### src/phy_mgmt_map.svh
`ifndef PHY_MGMT_MAP_SVH
`define PHY_MGMT_MAP_SVH

// management register addresses, as five-bit register numbers
`define ADDR_PLL_CONTROL        5'h10
`define ADDR_STRAP_OVERRIDE     5'h16
`define ADDR_STRAP_STATUS       5'h17
`define ADDR_EXPANDED_CONTROL   5'h18
`define ADDR_INTERRUPT_CONTROL  5'h1b

// strap override fields
`define OVR_RMII_BIT            1
`define OVR_NAND_TREE_BIT       5
`define OVR_BACK_TO_BACK_BIT    6
`define OVR_RESET               16'h0002
`define OVR_WRITE_MASK          16'hfbff

// strap status fields
`define STAT_PHYAD_MSB          15
`define STAT_PHYAD_LSB          13
`define STAT_RMII_BIT           1

// expanded control and pll control
`define ECTL_ENERGY_DETECT_POWERDOWN_DISABLE_BIT   11
`define ECTL_RESET              16'h0800
`define DCTL_PLL_OFF_BIT        4
`define DCTL_RESET              16'h0000

// interrupt control: enables in the upper byte, event flags in the lower
`define INT_EN_RESET            8'h00
`define INT_FLAG_COUNT          8

// serial management frame
`define MDIO_OP_READ            2'b10
`define MDIO_OP_WRITE           2'b01
`define MDIO_PREAMBLE_LEN       6'd32
`define MDIO_HDR_LAST           5'd11
`define MDIO_DATA_LAST          5'd15
`define MDIO_WR_LAST            5'd17

// mclk cycles after reset release before the straps are taken
`define STRAP_SETTLE            2'd3

`endif

### src/phy_mgmt_pkg.sv
package phy_mgmt_pkg;

    typedef enum logic [2:0] {
        ST_PREAMBLE,
        ST_START,
        ST_HEADER,
        ST_TA_FLOAT,
        ST_TA_ZERO,
        ST_READ_DATA,
        ST_WRITE_DATA
    } mdio_state_t;

    typedef struct packed {
        mdio_state_t state;
        logic [5:0]  ones;
        logic [4:0]  cnt;
        logic [10:0] hdr;
        logic [15:0] shift;
        logic        wr_hit;
        logic [4:0]  reg_sel;
        logic        mdc_prev;
        logic        mdio_out;
        logic        mdio_oe;
        logic        rd_clear;
        logic [15:0] ovr;
        logic [15:0] ectl;
        logic [15:0] dctl;
        logic [7:0]  int_en;
        logic [1:0]  strap_cnt;
        logic        strap_done;
        logic [2:0]  phyad;
        logic        rmii_s;
        logic        b2b_s;
        logic        nand_s;
    } mgmt_state_t;

    typedef struct packed {
        logic [7:0] meta;
        logic [7:0] q;
    } sync_state_t;

endpackage

### src/bit_sync.sv
`timescale 1ns/1ps
`default_nettype none

// two-flop synchroniser for up to eight pin inputs
module bit_sync
#(
    parameter int WIDTH = 1
)
(
    input  wire logic             mclk,
    input  wire logic             rst_n,
    input  wire logic [WIDTH-1:0] d,
    output logic      [WIDTH-1:0] q
);

    phy_mgmt_pkg::sync_state_t cur;
    phy_mgmt_pkg::sync_state_t next_cur;

    // meta stage feeds only the second stage
    always_comb
    begin
        next_cur      = cur;
        next_cur.meta = 8'h00;
        next_cur.meta[WIDTH-1:0] = d;
        next_cur.q    = cur.meta;
    end

    always_ff @(posedge mclk or negedge rst_n)
    begin
        if (!rst_n)
            cur <= '0;
        else
            cur <= next_cur;
    end

    assign q = cur.q[WIDTH-1:0];

endmodule // bit_sync

`default_nettype wire

### src/sticky_flags.sv
`timescale 1ns/1ps
`default_nettype none

// sticky event flags, cleared as a group; a same-cycle event wins
module sticky_flags
#(
    parameter int WIDTH = 8
)
(
    input  wire logic             mclk,
    input  wire logic             rst_n,
    input  wire logic [WIDTH-1:0] set_pulse,
    input  wire logic             clear,
    output logic      [WIDTH-1:0] flags
);

    logic [WIDTH-1:0] cur;
    logic [WIDTH-1:0] next_cur;

    // set after clear so no event is lost on a read
    always_comb
    begin
        next_cur = (clear ? '0 : cur) | set_pulse;
    end

    always_ff @(posedge mclk or negedge rst_n)
    begin
        if (!rst_n)
            cur <= '0;
        else
            cur <= next_cur;
    end

    assign flags = cur;

endmodule // sticky_flags

`default_nettype wire

### src/phy_strap_energy_detect_powerdown_irq_regs.sv
// Notes on behaviour
// - back-to-back override bit forces back-to-back mode
// - nand-tree override bit forces nand tree mode
// - rmii override bit rw, resets one, forces rmii
// - status bits 15:13 show latched phy address
// - status bit 1 shows rmii strap, rest zero
// - expanded control bit 11 disables energy-detect powerdown
// - pll-off bit acts while powerdown enabled
// - bit 15 enables jabber interrupt
// - bit 14 enables receive error interrupt
// - bit 13 enables page received interrupt
// - bit 12 enables parallel detect fault interrupt
// - bit 11 enables link partner acknowledge interrupt
// - bit 10 enables link-down interrupt
// - bit 9 enables remote fault interrupt
// - low byte flags set by events, clear-on-read
`include "phy_mgmt_map.svh"
`timescale 1ns/1ps
`default_nettype none

module phy_strap_energy_detect_powerdown_irq_regs
(
    input  wire logic       mclk,
    input  wire logic       rst_n,
    input  wire logic       mdc,
    input  wire logic       mdio_in,
    output logic            mdio_out,
    output logic            mdio_oe,
    input  wire logic [2:0] phy_address_strap,
    input  wire logic       rmii_strap,
    input  wire logic       back_to_back_strap,
    input  wire logic       nand_tree_strap,
    input  wire logic [7:0] irq_event,
    output logic            rmii_mode,
    output logic            back_to_back_repeater_override,
    output logic            nand_tree_mode,
    output logic            energy_detect_powerdown,
    output logic            pll_auto_off,
    output logic            interrupt_request
);

    phy_mgmt_pkg::mgmt_state_t cur;
    phy_mgmt_pkg::mgmt_state_t next_cur;

    logic       mdc_s;
    logic       mdio_s;
    logic [5:0] strap_s;
    logic [7:0] int_flags;
    logic       mdc_rise;
    logic [4:0] own_addr;
    logic [15:0] hdr_full;

    // pins come from outside mclk, so each passes two flops
    bit_sync #(.WIDTH(2)) u_mdio_sync
    (
        .mclk  (mclk),
        .rst_n (rst_n),
        .d     ({mdc, mdio_in}),
        .q     ({mdc_s, mdio_s})
    );

    bit_sync #(.WIDTH(6)) u_strap_sync
    (
        .mclk  (mclk),
        .rst_n (rst_n),
        .d     ({phy_address_strap, rmii_strap, back_to_back_strap, nand_tree_strap}),
        .q     (strap_s)
    );

    // event flags of the interrupt register's low byte
    sticky_flags #(.WIDTH(`INT_FLAG_COUNT)) u_flags
    (
        .mclk      (mclk),
        .rst_n     (rst_n),
        .set_pulse (irq_event),
        .clear     (cur.rd_clear),
        .flags     (int_flags)
    );

    assign mdc_rise = mdc_s & ~cur.mdc_prev;
    assign own_addr = {2'b00, cur.phyad};
    assign hdr_full = {4'h0, cur.hdr, mdio_s};

    // read view of the register slice; unmapped addresses read zero
    function automatic logic [15:0] read_mux(input logic [4:0] addr,
                                             input phy_mgmt_pkg::mgmt_state_t s,
                                             input logic [7:0] fl);
        logic [15:0] v;
        v = 16'h0000;
        unique case (addr)
            `ADDR_PLL_CONTROL:       v = s.dctl;
            `ADDR_STRAP_OVERRIDE:    v = s.ovr;
            `ADDR_STRAP_STATUS:
            begin
                v[`STAT_PHYAD_MSB:`STAT_PHYAD_LSB] = s.phyad;
                v[`STAT_RMII_BIT] = s.rmii_s;
            end
            `ADDR_EXPANDED_CONTROL:  v = s.ectl;
            `ADDR_INTERRUPT_CONTROL: v = {s.int_en, fl};
            default:                 v = 16'h0000;
        endcase
        return v;
    endfunction

    // frame decoder, register writes and strap capture
    always_comb
    begin
        next_cur          = cur;
        next_cur.mdc_prev = mdc_s;
        next_cur.rd_clear = 1'b0;

        // straps taken once, a few cycles after reset release
        if (!cur.strap_done)
        begin
            if (cur.strap_cnt == `STRAP_SETTLE)
            begin
                next_cur.strap_done = 1'b1;
                next_cur.phyad      = strap_s[5:3];
                next_cur.rmii_s     = strap_s[2];
                next_cur.b2b_s      = strap_s[1];
                next_cur.nand_s     = strap_s[0];
            end
            else
                next_cur.strap_cnt = cur.strap_cnt + 2'd1;
        end

        if (mdc_rise)
        begin
            unique case (cur.state)
                phy_mgmt_pkg::ST_PREAMBLE:
                begin
                    // a zero after a full preamble is the first start bit
                    if (mdio_s)
                    begin
                        if (cur.ones != `MDIO_PREAMBLE_LEN)
                            next_cur.ones = cur.ones + 6'd1;
                    end
                    else if (cur.ones == `MDIO_PREAMBLE_LEN)
                        next_cur.state = phy_mgmt_pkg::ST_START;
                    else
                        next_cur.ones = 6'd0;
                end
                phy_mgmt_pkg::ST_START:
                begin
                    next_cur.ones = 6'd0;
                    next_cur.cnt  = 5'd0;
                    next_cur.state = mdio_s ? phy_mgmt_pkg::ST_HEADER : phy_mgmt_pkg::ST_PREAMBLE;
                end
                phy_mgmt_pkg::ST_HEADER:
                begin
                    next_cur.hdr = {cur.hdr[9:0], mdio_s};
                    next_cur.cnt = cur.cnt + 5'd1;
                    if (cur.cnt == `MDIO_HDR_LAST)
                    begin
                        next_cur.cnt     = 5'd0;
                        next_cur.reg_sel = hdr_full[4:0];
                        if (hdr_full[11:10] == `MDIO_OP_READ && hdr_full[9:5] == own_addr)
                        begin
                            // snapshot now; reading the flags clears them
                            // same-cycle events join the snapshot, else the clear would lose them
                            next_cur.shift = read_mux(hdr_full[4:0], cur, int_flags | irq_event);
                            next_cur.rd_clear = (hdr_full[4:0] == `ADDR_INTERRUPT_CONTROL);
                            next_cur.state = phy_mgmt_pkg::ST_TA_FLOAT;
                        end
                        else
                        begin
                            // foreign frames are walked through so we stay aligned
                            next_cur.wr_hit = (hdr_full[11:10] == `MDIO_OP_WRITE) && (hdr_full[9:5] == own_addr);
                            next_cur.state  = phy_mgmt_pkg::ST_WRITE_DATA;
                        end
                    end
                end
                phy_mgmt_pkg::ST_TA_FLOAT:
                begin
                    next_cur.mdio_oe  = 1'b1;
                    next_cur.mdio_out = 1'b0;
                    next_cur.state    = phy_mgmt_pkg::ST_TA_ZERO;
                end
                phy_mgmt_pkg::ST_TA_ZERO:
                begin
                    next_cur.mdio_out = cur.shift[15];
                    next_cur.shift    = {cur.shift[14:0], 1'b0};
                    next_cur.state    = phy_mgmt_pkg::ST_READ_DATA;
                end
                phy_mgmt_pkg::ST_READ_DATA:
                begin
                    next_cur.cnt = cur.cnt + 5'd1;
                    if (cur.cnt == `MDIO_DATA_LAST)
                    begin
                        next_cur.mdio_oe  = 1'b0;
                        next_cur.mdio_out = 1'b0;
                        next_cur.cnt      = 5'd0;
                        next_cur.state    = phy_mgmt_pkg::ST_PREAMBLE;
                    end
                    else
                    begin
                        next_cur.mdio_out = cur.shift[15];
                        next_cur.shift    = {cur.shift[14:0], 1'b0};
                    end
                end
                phy_mgmt_pkg::ST_WRITE_DATA:
                begin
                    // two turnaround bits then sixteen data bits
                    next_cur.shift = {cur.shift[14:0], mdio_s};
                    next_cur.cnt   = cur.cnt + 5'd1;
                    if (cur.cnt == `MDIO_WR_LAST)
                    begin
                        next_cur.cnt    = 5'd0;
                        next_cur.wr_hit = 1'b0;
                        next_cur.state  = phy_mgmt_pkg::ST_PREAMBLE;
                        if (cur.wr_hit)
                        begin
                            unique case (cur.reg_sel)
                                `ADDR_PLL_CONTROL:
                                    next_cur.dctl = {cur.shift[14:0], mdio_s};
                                `ADDR_STRAP_OVERRIDE:
                                    // bit 10 stays zero; all others store
                                    next_cur.ovr = {cur.shift[14:0], mdio_s} & `OVR_WRITE_MASK;
                                `ADDR_EXPANDED_CONTROL:
                                    next_cur.ectl = {cur.shift[14:0], mdio_s};
                                `ADDR_INTERRUPT_CONTROL:
                                    // only the enables are writable, flags ignore writes
                                    next_cur.int_en = cur.shift[14:7];
                                default:
                                    next_cur.wr_hit = 1'b0;
                            endcase
                        end
                    end
                end
                default:
                    next_cur.state = phy_mgmt_pkg::ST_PREAMBLE;
            endcase
        end
    end

    // register bank resets to documented defaults
    always_ff @(posedge mclk or negedge rst_n)
    begin
        if (!rst_n)
        begin
            cur        <= '0;
            cur.state  <= phy_mgmt_pkg::ST_PREAMBLE;
            cur.ovr    <= `OVR_RESET;
            cur.ectl   <= `ECTL_RESET;
            cur.dctl   <= `DCTL_RESET;
            cur.int_en <= `INT_EN_RESET;
        end
        else
            cur <= next_cur;
    end

    assign mdio_out = cur.mdio_out;
    assign mdio_oe  = cur.mdio_oe;

    // mode outputs follow the override bits the cycle after the write
    assign rmii_mode = cur.ovr[`OVR_RMII_BIT] | cur.rmii_s;
    // software is expected to set rmii override alongside this one
    assign back_to_back_repeater_override = cur.ovr[`OVR_BACK_TO_BACK_BIT] | cur.b2b_s;
    assign nand_tree_mode = cur.ovr[`OVR_NAND_TREE_BIT] | cur.nand_s;

    // powerdown enabled while the disable bit is clear
    assign energy_detect_powerdown = ~cur.ectl[`ECTL_ENERGY_DETECT_POWERDOWN_DISABLE_BIT];
    assign pll_auto_off = energy_detect_powerdown & cur.dctl[`DCTL_PLL_OFF_BIT];

    // enable bit n+8 gates flag n; bit 8 pairs with link-up
    assign interrupt_request = |(int_flags & cur.int_en);

endmodule // phy_strap_energy_detect_powerdown_irq_regs

`default_nettype wire

### config.mk
export PLATFORM = sky130hd
export DESIGN_NAME = phy_strap_energy_detect_powerdown_irq_regs
export DESIGN_NICKNAME = d
export VERILOG_FILES = /design/src/phy_mgmt_pkg.sv /design/src/bit_sync.sv /design/src/sticky_flags.sv /design/src/phy_strap_energy_detect_powerdown_irq_regs.sv
export VERILOG_INCLUDE_DIRS = /design/src
export SDC_FILE = /design/constraint.sdc
export NUM_CORES = 1
export LEC_CHECK = 0
export BUFFER_PORTS_ARGS = -buffer_cell sky130_fd_sc_hd__buf_2
export CORE_MARGIN = 2
export CORE_UTILIZATION = 40
export DETAILED_ROUTE_END_ITERATION = 6
export PLACE_DENSITY = 0.65
export REMOVE_ABC_BUFFERS = 1
export SLEW_MARGIN = 30
export SYNTH_ARGS = -nofsm -noshare
export SYNTH_HDL_FRONTEND = slang
export SYNTH_SLANG_ARGS = --single-unit
export TNS_END_PERCENT = 30
### constraint.sdc
create_clock -name mclk -period 2.7 [get_ports mclk]
set_input_delay 0.54 -clock mclk [delete_from_list [all_inputs] [get_ports mclk]]
set_output_delay 0.54 -clock mclk [all_outputs]
set_load 0.005 [all_outputs]
**Yosys cells after proc, flatten, opt, wreduce, memory -nomap -nowiden**

Cells that the tools add are included.

- Add/sub/neg operators: 3
- Equal/unequal tests: 34
- Muxes and demuxes: 45
- Bitwise logic cells: 12
- Reductions and logical operators: 25

Operators by type and width:

| cell | count |
|---|---|
| two-way mux 56 bit | 3 |
| two-way mux 16 bit | 5 |
| one-hot mux 16 bit (4 select lines) | 1 |
| two-way mux 57 bit | 1 |
| equality test 5 bit (second input constant) | 10 |
| one-hot mux 11 bit (4 select lines) | 1 |
| AND reduction 5 bit | 6 |
| two-way mux 22 bit | 1 |
| one-hot mux 3 bit (7 select lines) | 1 |
| one-hot mux 5 bit (4 select lines) | 1 |
| two-way mux 3 bit | 6 |
| two-way mux 6 bit | 3 |
| two-way mux 8 bit | 2 |
| inequality test 2 bit (second input constant) | 8 |
| OR 8 bit | 2 |
| two-way mux 5 bit | 3 |
| one-hot mux 3 bit (5 select lines) | 1 |
| two-way mux 7 bit | 2 |
| one-hot mux 6 bit (2 select lines) | 1 |
| equality test 5 x 4 -> 1 bit (second input constant) | 2 |
| AND reduction 2 bit | 5 |
| equality test 3 bit (second input constant) | 3 |
| bitwise AND 8 bit | 1 |
| nonzero test 4 bit | 2 |
| other kinds (29) | 48 |

- Bits in registers: 139
- Input bits: 18
- Word-level logic and storage cells: 145

**Longest topological paths before layout**

- Depth in word-level cells: 6
- Gate-level depth with buffers: 10
- Gate-level depth less buffers: 9

**By module**

A second synthesis with hierarchy kept.

- Cells, all modules: 565
- Area, all modules: 6,617.6 um^2

By module, submodules not included:

| module | times used | cells an instance | area each (um^2) |
|---|---|---|---|
| phy_strap_energy_detect_powerdown_irq_regs | 1 | 524 | 5,893.2 |
| bit_sync at u_strap_sync | 1 | 18 | 345.3 |
| sticky_flags | 1 | 17 | 264.0 |
| bit_sync at u_mdio_sync | 1 | 6 | 115.1 |

**Least setup slack after synthesis**

OpenSTA, ideal clock, no wires.

- Kind: register to register
- Start point: register cur[103] (netlist name)
- End point: register cur[10] (netlist name)
- Setup time: 125 ps
- Arrival time: 1,895 ps
- Data required time: 2,575 ps
- Setup slack: 681 ps
- Stages on the path, launching flop included: 9
- Buffers on the path: 1
- Clock period less this slack: 2,019 ps
- Path through: dfrtp_1 inv_1 ha_1 and4b_1 and4_1 buf_4 nand2_2 nor4b_4 mux2_2

- Longest elaborated chain between the ends: 2

Ends and longest elaborated chain:

| item | RTL line | text |
|---|---|---|
| start, declared | phy_strap_energy_detect_powerdown_irq_regs.sv:42 | `phy_mgmt_pkg::mgmt_state_t cur;` |
| start signal, assigned | phy_strap_energy_detect_powerdown_irq_regs.sv:249 | `cur <= next_cur;` |
| equality test 5 bit (no line) | - |  |
| AND reduction 5 bit (no line) | - |  |

Every way passes these cells.
A chain may end at the register's enable or synchronous reset.

**Worst setup path in the final report**

- Start point: register cur[102] (netlist name)
- End point: register cur[12] (netlist name)

Same word-level chain as after synthesis.

==> results.md <==
* Largest stage delay on the critical path at 0.63 ns
* Max FO, Critical Path at 8
* Pre-CTS setup slack at 0.289 ns
* Inserted Diodes at 0
* Synth top area share at 0.552
* Predominant post-synthesis flop cell: dfrtp_1
* DPL Wire Length at 9460 um
* Via count at 4308
* Arrival time worst endpoint at 2.73 ns
* Crit path max-delay family: simple AND/OR/NAND/NOR gates
* Combinational share of power at 0.025
* NumNets Final at 600
* Post-CTS Setup Bufs at 0
* Worst Path Required at 3.01 ns
* Cell variety after synth at 56
* Vias in the first global route at 4471
* CP Cell Sequence: buf_4 -> ha_1 -> and4b_1 -> and4_1 -> nand2_2 -> nor4b_4 -> mux2_2
* Synth area leaders: dfrtp_1 (55%), mux2_2 (14%), nand2_1 (2.8%), a22oi_1 (2.5%), o21ai_0 (2.2%)
* Post-route DRC at 0
* Port bufs at 25
* GP Congestion at 0.833
* Crit Path Category: reg -> reg
* Placed cell areas at 6720 sq um
* Setup WS post-layout at 0.280 ns
* Die W at 129 um
* Post-synth EDFFs at 0
* Clock power share at 0.521
* Crit path buf inv count at 1
* Clk_lat worst skew at 0.42 ns
* Final antenna-violating net count at 0
* Worst slew margin at 0.515
* Most numerous cell in the Yosys netlist: dfrtp_1
* Post-route cell area at 7350 sq um
* Final Cycle Share at 0.896
* PD cells at 637 nW/um^2
* Mapped Area at 6210 sq um
* CTS clock-pin slew for the worst setup and hold paths at 0.06 ns
* Num Clock Sinks at 139
* Die area at 16500 sq um
* Starting Density at 0.408
* Final setup vio count at 0
* Number of top-level pins at 26
* DR WL/cell at 17.5 um
* Sw Pwr at 0.000982 W
* FMAX at 413 MHz
* Post-synth ARST share at 1.00
* Synth area leader: dfrtp_1
* Die height at 129 um
* Worst Skew at 0.0102 ns
* Drt total wl at 13600 um
* CTS root buffer: clkbuf_16
* RSZ-0062 raised after global routing: no
* Initial antenna violation count at 0
* Largest net degree at the start of global routing at 57
* Hold crit path type: in -> async
* Setup crit end kind: flop
* Htree depth at 4
* Sequential share of the synthesized area at 0.561
* CTS resizes at 0
* GRT Total Usage at 0.180
* FF-to-FF Start: cur[102]
* Synthesis-to-layout area growth at 18.4%
* First-pass DRT Iterations at 4
* GRT Residual Overflow at 0
* Clock Path Buffers at 2
* DR vias/cell at 5.55
* Slew Viols, Final at 0
* Yosys warns at 0
* CTS tree: done
* CP startpoint: cur[102]
* FILL cells at 1341
* FF+latch count, synth at 139
* Hold_buf cts at 0
* Maximum Capacitance Violations at 0
* Crit-path slowest cell: nor4b_4
* Outcome: finished clean
* Post-synth top cells: dfrtp_1 (137), mux2_2 (79), nand2_1 (46)
* Worst VDD drop at 0.000443 V
* Starting DRT DRC Count at 310
* FP Rows at 45
* Gate Count Post-Synth at 525
* Sw frac at 0.210
* Core area at 15200 sq um
* Endpoints failing hold at 0
* Total CTS buffers at 17
* Seq pwr share at 0.454
* Syn Area/Cell at 11.8 sq um
* Setup crit start kind: flop
* Worst slew pin tran at 0.724 ns
* Share of post-route cells with drive strength above 1 at 0.308
* Cell internal pwr at 0.00370 W
* Total power draw at 0.00468 W
* Final min period at 2.42 ns
* First-pass GRT wire length at 23000 um
* Leakage at 3.27 nW
-- routing by layer --
layer | share of wire | GRT usage
met2 | 0.50 | 0.299
met1 | 0.44 | 0.231
met4 | 0.019 | 0.0754
met3 | 0.038 | 0.0358
met5 | 0 | 0
-- kinds of logic (layout without fill, tap and decap cells) --
family	after synthesis	in the layout	synth area share
simple gates	134	134	0.112
buf+inv	38	101	0.0260
flops	139	139	0.561
compound gates	118	118	0.128
mux	85	85	0.153
fa+ha+maj	7	7	0.0141
xor+xnor	4	4	0.00565
-- power groups by stage --
| stage | sequential, W | clock, W | combinational (W) |
|---|---|---|---|
| floorplan | 0.00216 | 0 | 0.0000378 |
| global placement | 0.00216 | 0 | 0.000119 |
| detailed placement | 0.00216 | 0 | 0.000123 |
| CTS | 0.00212 | 0.00248 | 0.000123 |
| global route | 0.00213 | 0.00256 | 0.000138 |
| finish | 0.00212 | 0.00244 | 0.000119 |
-- layout by cell type, fill, tap and decap left out, types with 11 or more instances in the layout --
cell type,synthesis,final
a22oi_1,21,21
o21ai_0,27,27
o22a_1,11,11
mux2_2,79,79
inv_1,12,12
buf_4,2,30
dfrtp_1,137,137
a21oi_1,14,14
buf_2,9,24
nand2_1,46,46
clkbuf_16,0,17
nor2_1,24,24
nand3_1,11,11
-- registers in the layout, summed over array words and instances (netlist names) --
| name | count |
|---|---|
| u_mdio_sync.cur | 2 |
| cur | 113 |
| mdio_oe | 1 |
| u_strap_sync.cur | 6 |
| u_mdio_sync.q | 2 |
| mdio_out | 1 |
| u_strap_sync.q | 6 |
| u_flags.flags | 8 |
-- worst reg2reg max path, stage by stage (launching register included) --
cell,delay (ns)
dfrtp_1,0.35
buf_4,0.13
ha_1,0.15
and4b_1,0.24
and4_1,0.32
nand2_2,0.09
nor4b_4,0.63
mux2_2,0.41
-- through the flow --
stage | cells | hold WS, ns | utilization | setup TNS [ns]
6_report | 776 | 0.0775 | 0.483 | 0
5_1_grt | 776 | 0.119 | 0.483 | 0
4_1_cts | 776 | 0.0935 | 0.483 | 0
3_5_place_dp | 744 | 0.335 | 0.442 | 0
3_3_place_gp | 743 | 0.333 | 0.442 | 0
2_1_floorplan | 499 | 0.244 | - | -3.47
-- cell type report --
type                    count  area [sq um]  area share
well taps                 188           235      0.0320
flip-flops and latches    139          3480       0.474
inverters                  12          45.0     0.00613
clock inverters            14           195      0.0266
multi-input cells         348          2570       0.350
clock buffers              18           429      0.0584
repair buffers             57           388      0.0528
-- final timing paths --
check / endpoint / slack [ns] / cells after the start
setup reg to reg: cur[12] / 0.28 / 7
hold / removal: u_mdio_sync.cur[8] / 0.08 / 1
setup / recovery: cur[12] / 0.28 / 7
max in group asynchronous: u_strap_sync.cur[12] / 1.92 / 2
min in group mclk: u_strap_sync.cur[8] / 0.23 / 1
hold reg to reg: u_mdio_sync.q[1] / 0.34 / 0
(Power assumes the default switching activity.)
